$ cat config.mk
export PLATFORM = sky130hd
export DESIGN_NAME = null_layer_numerology_ext_parser
export DESIGN_NICKNAME = d
export VERILOG_FILES = /design/src/rtl/null_layer_pkg.sv /design/src/rtl/null_layer_numerology_ext_parser.sv
export SDC_FILE = /design/constraint.sdc
export NUM_CORES = 1
export LEC_CHECK = 0
export BUFFER_PORTS_ARGS = -buffer_cell sky130_fd_sc_hd__buf_2
export CORE_AREA = 5 5 121 180
export CTS_BUF_LIST = sky130_fd_sc_hd__clkbuf_2 sky130_fd_sc_hd__clkbuf_4 sky130_fd_sc_hd__clkbuf_8
export DETAILED_ROUTE_END_ITERATION = 8
export DIE_AREA = 0 0 126 185
export PLACE_DENSITY = 0.56
export SETUP_SLACK_MARGIN = 0.2
export SLEW_MARGIN = 20
export SYNTH_ARGS = -nofsm -noshare
export SYNTH_HDL_FRONTEND = slang
export SYNTH_SLANG_ARGS = --single-unit
$ cat constraint.sdc
create_clock -name sys_clk_i -period 2.8 [get_ports sys_clk_i]
set_input_delay 0.14 -clock sys_clk_i [delete_from_list [all_inputs] [get_ports sys_clk_i]]
set_output_delay 0.14 -clock sys_clk_i [all_outputs]
set_load 0.05 [all_outputs]
$ cat src/rtl/null_layer_pkg.sv
// constants for the null-layer and mixed-numerology extension parser
package null_layer_pkg;
    localparam logic [6:0] null_layer_type = 7'h0E;
    localparam logic [6:0] mixed_num_type = 7'h0F;
    localparam logic [7:0] null_layer_single_len = 8'h01;
    localparam logic [7:0] mixed_num_len = 8'h02;
    localparam logic [7:0] flag_scheduled = 8'h00;
    localparam logic [7:0] flag_nulling = 8'h01;
    localparam logic [3:0] sect_type_5 = 4'h5;
    localparam logic [3:0] sect_type_6 = 4'h6;
    localparam int follow_bit = 7;
    localparam int word_bytes = 4;
    localparam int carrier_shift_bytes = 3;
    localparam int guard_len_bytes = 2;
    localparam int fft_code_msb = 7;
    localparam int fft_code_lsb = 4;
endpackage

$ cat src/rtl/null_layer_numerology_ext_parser.sv
// parser for the null-layer and mixed-numerology section extensions
`timescale 1ns/1ps
module null_layer_numerology_ext_parser #(
    parameter int max_ports = 16,
    parameter int port_idx_w = 4
) (
    input wire logic sys_clk_i,
    input wire logic resetn_i,
    input wire logic ext_start_i,
    input wire logic byte_valid_i,
    input wire logic [7:0] byte_i,
    input wire logic [3:0] section_type_i,
    input wire logic grouped_port_present_i,
    input wire logic [port_idx_w-1:0] port_count_minus_one_i,
    input wire logic [max_ports-1:0] weight_valid_i,
    input wire logic [max_ports-1:0] user_data_valid_i,
    output logic byte_ready_o,
    output logic ext_done_o,
    output logic follow_o,
    output logic ext_error_o,
    output logic [max_ports-1:0] layer_nulling_flag_o,
    output logic [max_ports-1:0] weight_zero_o,
    output logic [max_ports-1:0] user_data_valid_o,
    output logic flags_valid_o,
    output logic numerology_valid_o,
    output logic [7:0] numerology_descriptor_o,
    output logic [23:0] carrier_shift_o,
    output logic [15:0] guard_prefix_length_o
);
    // ********************************************************
    // parse state
    // ********************************************************
    typedef enum {st_head, st_len, st_body, st_skip} state_t;

    state_t state;
    state_t next_state;
    logic [6:0] ext_type;
    logic [6:0] next_ext_type;
    logic follow;
    logic next_follow;
    logic [9:0] byte_idx;
    logic [9:0] next_byte_idx;
    logic [9:0] total_bytes;
    logic [9:0] next_total_bytes;
    logic [port_idx_w:0] flag_count;
    logic [port_idx_w:0] next_flag_count;
    logic apply;
    logic next_apply;
    logic [max_ports-1:0] flags;
    logic [max_ports-1:0] next_flags;
    logic [7:0] descriptor;
    logic [7:0] next_descriptor;
    logic [23:0] shift;
    logic [23:0] next_shift;
    logic [15:0] prefix;
    logic [15:0] next_prefix;
    logic done;
    logic next_done;
    logic err;
    logic next_err;
    logic fvalid;
    logic next_fvalid;
    logic nvalid;
    logic next_nvalid;
    logic [9:0] flag_pos;
    state_t cur_state;

    assign byte_ready_o = 1'b1;
    assign flag_pos = byte_idx - 10'd2;

    // ********************************************************
    // header strobe
    // ********************************************************
    // a start strobe makes the byte under it a header byte
    assign cur_state = ext_start_i ? st_head : state;

    // ********************************************************
    // next-state logic
    // ********************************************************
    always_comb
    begin
        next_state = state;
        next_ext_type = ext_type;
        next_follow = follow;
        next_byte_idx = byte_idx;
        next_total_bytes = total_bytes;
        next_flag_count = flag_count;
        next_apply = apply;
        next_flags = flags;
        next_descriptor = descriptor;
        next_shift = shift;
        next_prefix = prefix;
        next_done = 1'b0;
        next_err = err;
        next_fvalid = fvalid;
        next_nvalid = nvalid;
        if (ext_start_i)
        begin
            next_state = st_head;
            next_err = 1'b0;
        end
        if (byte_valid_i)
        begin
            next_byte_idx = byte_idx + 10'd1;
            case (cur_state)
                st_head:
                begin
                    next_follow = byte_i[null_layer_pkg::follow_bit];
                    next_ext_type = byte_i[6:0];
                    next_byte_idx = 10'd1;
                    next_state = st_len;
                end
                st_len:
                begin
                    // length in 4-byte words
                    next_total_bytes = {byte_i, 2'b00};
                    next_apply = 1'b0;
                    next_state = st_skip;
                    if (ext_type == null_layer_pkg::null_layer_type)
                    begin
                        next_apply = (section_type_i ==
                            null_layer_pkg::sect_type_5);
                        if (byte_i == null_layer_pkg::null_layer_single_len)
                            next_flag_count = (port_idx_w+1)'(1);
                        else if (grouped_port_present_i)
                            next_flag_count = {1'b0, port_count_minus_one_i}
                                + (port_idx_w+1)'(1);
                        else
                        begin
                            next_apply = 1'b0;
                            next_err = 1'b1;
                        end
                        if (next_apply)
                        begin
                            next_flags = '0;
                            next_fvalid = 1'b0;
                            next_state = st_body;
                        end
                    end
                    else if (ext_type == null_layer_pkg::mixed_num_type)
                    begin
                        next_apply = (section_type_i ==
                            null_layer_pkg::sect_type_5) ||
                            (section_type_i ==
                            null_layer_pkg::sect_type_6);
                        if (byte_i != null_layer_pkg::mixed_num_len)
                        begin
                            next_apply = 1'b0;
                            next_err = 1'b1;
                        end
                        if (next_apply)
                        begin
                            next_nvalid = 1'b0;
                            next_state = st_body;
                        end
                    end
                    // zero length cannot move on: flag it, back to header
                    if (byte_i == 8'h00)
                    begin
                        next_err = 1'b1;
                        next_state = st_head;
                        next_done = 1'b1;
                    end
                end
                st_body:
                begin
                    if (ext_type == null_layer_pkg::null_layer_type)
                    begin
                        if (flag_pos < 10'(flag_count) &&
                            flag_pos < 10'(max_ports))
                            // only value one nulls; others scheduled or
                            // reserved
                            next_flags[flag_pos[port_idx_w-1:0]] =
                                (byte_i == null_layer_pkg::flag_nulling);
                        if (flag_pos + 10'd1 == 10'(flag_count))
                            next_fvalid = 1'b1;
                    end
                    else
                    begin
                        if (byte_idx == 10'd2)
                            next_descriptor = byte_i;
                        else if (byte_idx < 10'd2 + 10'(
                            null_layer_pkg::carrier_shift_bytes + 1))
                            next_shift = {shift[15:0], byte_i};
                        else if (byte_idx < 10'd6 + 10'(
                            null_layer_pkg::guard_len_bytes))
                            next_prefix = {prefix[7:0], byte_i};
                        if (byte_idx == 10'd7)
                            next_nvalid = 1'b1;
                    end
                    if (byte_idx + 10'd1 == total_bytes)
                    begin
                        next_state = st_head;
                        next_done = 1'b1;
                    end
                end
                st_skip:
                begin
                    // padding and unknown bytes ignored
                    if (byte_idx + 10'd1 == total_bytes)
                    begin
                        next_state = st_head;
                        next_done = 1'b1;
                    end
                end
                default:
                    next_state = st_head;
            endcase
        end
    end

    // ********************************************************
    // state registers
    // ********************************************************
    always_ff @(posedge sys_clk_i or negedge resetn_i)
    begin
        if (!resetn_i)
        begin
            state <= st_head;
            ext_type <= 7'h00;
            follow <= 1'b0;
            byte_idx <= 10'h000;
            total_bytes <= 10'h000;
            flag_count <= '0;
            apply <= 1'b0;
            flags <= '0;
            descriptor <= 8'h00;
            shift <= 24'h000000;
            prefix <= 16'h0000;
            done <= 1'b0;
            err <= 1'b0;
            fvalid <= 1'b0;
            nvalid <= 1'b0;
        end
        else
        begin
            state <= next_state;
            ext_type <= next_ext_type;
            follow <= next_follow;
            byte_idx <= next_byte_idx;
            total_bytes <= next_total_bytes;
            flag_count <= next_flag_count;
            apply <= next_apply;
            flags <= next_flags;
            descriptor <= next_descriptor;
            shift <= next_shift;
            prefix <= next_prefix;
            done <= next_done;
            err <= next_err;
            fvalid <= next_fvalid;
            nvalid <= next_nvalid;
        end
    end

    // ********************************************************
    // per-layer nulling
    // ********************************************************
    genvar g;
    generate
        for (g = 0; g < max_ports; g++)
        begin : gen_layer
            // weights from valid channels only, zeroed once flagged and flags valid
            assign weight_zero_o[g] = fvalid & flags[g] &
                weight_valid_i[g];
            assign user_data_valid_o[g] = user_data_valid_i[g] &
                ~(fvalid & flags[g]);
        end
    endgenerate

    // ********************************************************
    // output drive
    // ********************************************************
    assign ext_done_o = done;
    assign follow_o = follow;
    assign ext_error_o = err;
    assign layer_nulling_flag_o = flags;
    assign flags_valid_o = fvalid;
    assign numerology_valid_o = nvalid;
    assign numerology_descriptor_o = descriptor;
    assign carrier_shift_o = shift;
    assign guard_prefix_length_o = prefix;
endmodule

-- Yosys cells after proc, flatten, opt, wreduce, memory -nomap -nowiden
Index checks and enable logic that the tools add are counted.
W data, S select, Z words.
- register bits: 131
- bits of input ports: 53
- output and inout bits: 102
- word-level logic and storage cells: 185
- add/sub/neg operators: 4
- magnitude comparators: 6
- eq/ne operators: 23
- muxes and demuxes: 54
- bitwise operators: 67
- reductions and logical operators: 17
- operators with widths (cell ; number):
    $mux W32 ; 5
    $pmux W32 S3 ; 1
    $eq A32 B2 Y1 const B ; 2
    $mux W16 ; 4
    $and A1 B1 Y1 ; 48
    $mux W1 ; 35
    $eq A32 B1 Y1 const B ; 1
    $logic_not A32 Y1 ; 1
    $pmux W16 S2 ; 1
    $add A10 B1 Y10 const B ; 2
    $ne A2 B2 Y1 const B ; 10
    $not A1 Y1 ; 19
    $reduce_and A6 Y1 ; 3
    $bwmux W16 ; 1
    $eq A7 B4 Y1 const B ; 2
    $eq A10 B10 Y1 ; 1
    $eq A10 B2 Y1 const B ; 1
    $eq A10 B3 Y1 const B ; 1
    $eq A10 B5 Y1 ; 1
    $lt A10 B3 Y1 const B ; 1
    $lt A10 B4 Y1 const B ; 1
    $lt A10 B5 Y1 ; 1
    $lt A10 B5 Y1 const B ; 1
    $mux W10 ; 1
    other kinds (19) ; 27

-- Depth between registers and ports, before layout
- word-level depth: 13
- depth in mapped cells: 13
- depth with buffers taken out: 10

-- Least setup slack after synthesis
OpenSTA, ideal clock, no wires.
- path type: register -> register
- start point: register byte_idx[2]
- end point: register flags[10] (netlist: layer_nulling_flag_o[10])
- library setup time: 118 ps
- arrival: 2706 ps
- data required time: 2682 ps
- setup slack: -24 ps
- stages on the path, launching flop included: 14
- buffers on the path: 3
- clock period less this slack: 2824 ps
- cell sequence: dfrtp_1 -> clkbuf_1 -> inv_1 -> ha_1 -> buf_2 -> xnor2_1 -> inv_1 -> ha_1 -> o21a_1 -> o21ai_0 -> a41o_1 -> buf_4 -> a21boi_1 -> a21o_1
- longest elaborated chain between the ends: 9
- elaborated cells between the ends (all ways): 15
- those cells by class: add/sub: 1; order compare: 4; eq/ne: 1; mux: 6; reduce/logical: 3
- ends and longest elaborated chain (element ; line ; source):
    start: declaration ; null_layer_numerology_ext_parser.sv:41 ; logic [9:0] byte_idx;
    start signal: assignment ; null_layer_numerology_ext_parser.sv:240 ; byte_idx <= next_byte_idx;
    $sub A10 B2 Y10 (*) ; null_layer_numerology_ext_parser.sv:69 ; assign flag_pos = byte_idx - 10'd2;
    $lt A4 B5 Y1 (implied by the code) or $ge A4 B1 Y1 (tied branches) ; null_layer_numerology_ext_parser.sv:173 ; next_flags[flag_pos[port_idx_w-1:0]] =
    $logic_and A1 B1 Y1 (implied by the code) ; null_layer_numerology_ext_parser.sv:173 ;
    $mux W1 (implied by the code) ; null_layer_numerology_ext_parser.sv:173 ;
    $demux W1 S4 ; null_layer_numerology_ext_parser.sv:173 ;
    $bwmux W16 ; null_layer_numerology_ext_parser.sv:173 ;
    $mux W16 ; null_layer_numerology_ext_parser.sv:169 ; if (flag_pos < 10'(flag_count) &&
    $mux W16 ; null_layer_numerology_ext_parser.sv:167 ; if (ext_type == null_layer_pkg::null_layer_type)
    $pmux W16 S2 ; null_layer_numerology_ext_parser.sv:105 ; case (cur_state)
    end signal: assignment ; null_layer_numerology_ext_parser.sv:244 ; flags <= next_flags;
    end: declaration ; null_layer_numerology_ext_parser.sv:49 ; logic [max_ports-1:0] flags;
Mark *: on every way between the ends. The rest lies on a longest branch, timed or not. The select of a mux whose other input is x is not followed.
A chain may end at the register's enable or synchronous reset.

-- Final worst setup path
- start point: register byte_idx[0]
- end point: register fvalid (netlist: flags_valid_o)
- longest elaborated chain between the ends: 5
- ends and longest elaborated chain (element ; line ; source):
    $sub A10 B2 Y10 ; null_layer_numerology_ext_parser.sv:69 ;
    $add A10 B1 Y10 ; null_layer_numerology_ext_parser.sv:175 ; if (flag_pos + 10'd1 == 10'(flag_count))
    $eq A10 B5 Y1 ; null_layer_numerology_ext_parser.sv:175 ;
    $ne A2 B2 Y1 (no line) ; n/a ;
    $reduce_and A6 Y1 (no line) ; n/a ;
    end signal: assignment ; null_layer_numerology_ext_parser.sv:250 ; fvalid <= next_fvalid;
    end: declaration ; null_layer_numerology_ext_parser.sv:61 ; logic fvalid;
Every way passes these cells.

==> summary.txt <==
Run status = finished, final reports clean
Worst endpoint required time = 3.18 ns
Sequential fraction of the synthesis area = 0.477
Routed via count = 5292
Top FF cell, synth = dfrtp_1
Routability cong. = 0.929
Core footprint = 20200 sq um
Maxcap violations = 0
Post-DP HPWL = 13.5 mm
Fillers = 1979
Worst-Skew Late Latency = 0.45 ns
Slew Limit Fails = 0
Max Freq = 410 MHz
Static Leak = 4.40 nW
Power Density = 667 nW/um^2
First-pass GRT wire length = 28.9 mm
Detailed Routing Iterations Pass 1 = 5
Utilization after layout = 0.426
Yosys top cell by area = dfrtp_1
Crit path time final = 2.44 ns
Final hold viol count = 0
Power Total = 0.00573 W
CTS H-tree lvls = 4
DR iter-0 viols = 219
Ys async rst share = 1.00
Syn Area/Cell = 11.2 sq um
Chip Width = 126 microns
Seq. cell area = 3280 sq um
Post-Synthesis Cells = 613
Inserted Diodes = 0
Routed vias/inst = 4.96
Top cells by area, synth = dfrtp_1, mux2_4, mux2_2, nand2_1, nor3b_1
Post-layout nets = 856
Distinct cells, synth = 69
Worst-Margin Slew = 0.743 ns
Final ANT Viol Nets = 0
DR WL/cell = 16.8 microns
WL final = 17.9 mm
Die Ht = 185 microns
GR Overflow Total = 0
Max VDD drop = 0.000259 V
RSZ-0062 raised after global routing = false
Clock edge transition at the registers on the reported setup and hold paths = 0.08 ns
Startpoint Class = register
Synth warn = 0
Type of the most critical hold path = input pin to register
Final setup vio count = 0
Root buf cell = clkbuf_8
Grt met3 use = 0.0340
Area of the multi-input gates = 3440 sq um
Seq cells post-synth = 131
Vias in the first global route = 5330
Share of cells above drive strength 1 = 0.398
Mapped Area = 6870 sq um
Largest net degree at the start of global routing = 71
CTS sink count = 131
Setup TNS = 0 ns
Syn_nets = 680
Crit. End Element = register
Worst slew margin = 0.504
CTS tree = yes
Crit path DAT = 2.82 ns
Residual DRC = 0
Num ports = 155
Most frequent cell after synthesis = dfrtp_1
Classification of the worst setup path = register to register
Commonest cells in the synthesized netlist = dfrtp_1, nand2_1, mux2_2
P&R area growth vs syn = 25.1%
Met1 GRT Util = 0.180
Final period util = 0.872
Num CTS Buffers = 17
Post-synth top area share = 0.477
Initial Util = 0.341
Global route hottest layer = met2
CTS max path bufs = 2
Die footprint = 23300 sq um
Max Clock Skew = 0.0123 ns
Max FO, Critical Path = 10
# port buffers = 153
Total GRT Usage = 0.156
Initial antenna violation count = 0
Post-synth EDFFs = 0
# rows = 64
GRT met2 Usage = 0.282
==> through the flow <==
stage / hold slack [ns] / cell area, sq um / std cells / setup WS, ns
final: 0.0422 / 8600 / 1066 / 0.359
after global routing: 0.0290 / 8600 / 1066 / 0.183
after CTS: 0.0174 / 8550 / 1066 / 0.223
after detailed placement: 0.189 / 8090 / 1031 / 0.190
after global placement: 0.208 / 8090 / 1031 / 0.259
after floorplan: -0.156 / 6880 / 613 / 0.256
==> power breakdown <==
group / leakage (nW) / switching [W] / internal, W
Combinational: 2.42 / 0.00110 / 0.000636
Sequential: 1.76 / 0.000180 / 0.00209
Clock: 0.217 / 0.000807 / 0.000918
Total: 4.40 / 0.00209 / 0.00365
==> worst max-delay path: stages (launching register included) <==
cell	delay [ns]
dfrtp_1	0.59
inv_1	0.14
ha_1	0.35
xnor2_1	0.13
or4_1	0.41
nor4b_1	0.38
o221ai_1	0.21
a21oi_1	0.17
==> registers in the layout (all words and copies together), names as in the netlist <==
| signal | cells |
|---|---|
| guard_prefix_length_o | 16 |
| numerology_valid_o | 1 |
| numerology_descriptor_o | 8 |
| ext_type | 7 |
| ext_done_o | 1 |
| ext_error_o | 1 |
| flags_valid_o | 1 |
| byte_idx | 10 |
| flag_count | 5 |
| state | 32 |
| total_bytes | 8 |
| follow_o | 1 |
| carrier_shift_o | 24 |
| layer_nulling_flag_o | 16 |
==> layer usage <==
layer  up-vias  routed length, microns
li1       2548                       -
met2       138                    9320
met5         -                       0
met1      2585                    7360
met4         0                     376
met3        21                     884
==> what timing repair did <==
item	in CTS	in global routing
setup endpoints to repair	5	19
hold buffers	3	0
resized for setup	2	8
buffers inserted	0	0
pin swaps	0	1
endpoints found under the hold margin	69	0
==> logic make-up (layout without fill, tap and decap cells) <==
logic type      Yosys count  after routing  share of synthesized area
mux                      66             66                      0.124
flops                   131            131                      0.477
other cells               1              1                   0.000546
compound gates          110            110                      0.108
xor+xnor                 24             24                     0.0326
simple gates            221            221                      0.202
buf+inv                  46            235                     0.0306
fa+ha+maj                14             14                     0.0255
==> layout make-up <==
cell class | count | area share
Timing Repair Buffer | 189 | 0.124
Multi-Input combinational cell | 436 | 0.401
Clock inverter | 14 | 0.0208
Clock buffer | 18 | 0.0288
Sequential cell | 131 | 0.382
Inverter | 14 | 0.00611
Tap cell | 264 | 0.0384
==> placed cells by master (no fill, tap or decap), types with 7 or more instances in the layout <==
cell,instances
nor2_1,20
nor3b_1,31
o21ai_0,22
ha_1,13
nor4_2,8
and3_1,17
clkbuf_8,18
a21o_1,14
a21oi_1,13
xnor2_1,10
nand4_1,7
nand2_1,63
mux2_2,34
dfrtp_1,129
xor2_1,11
nand2b_1,8
nor3_2,7
o31ai_1,8
buf_4,32
mux2_4,30
inv_1,13
a21boi_0,20
a21boi_1,9
buf_2,152
==> worst paths after layout <==
| kind | from | to | slack [ns] | depth (start not counted) |
|---|---|---|---|---|
| worst max-delay path | byte_idx[0] | flags_valid_o | 0.36 | 7 |
| worst min register to register | ext_type[5] | ext_type[5] | 0.50 | 1 |
| max in group asynchronous | resetn_i | layer_nulling_flag_o[3] | 1.75 | 3 |
| min in group asynchronous | resetn_i | carrier_shift_o[16] | 0.27 | 2 |
| worst max register to register | byte_idx[0] | flags_valid_o | 0.36 | 7 |
| worst min-delay path | byte_i[7] | guard_prefix_length_o[7] | 0.04 | 2 |
(Power assumes the default switching activity.)
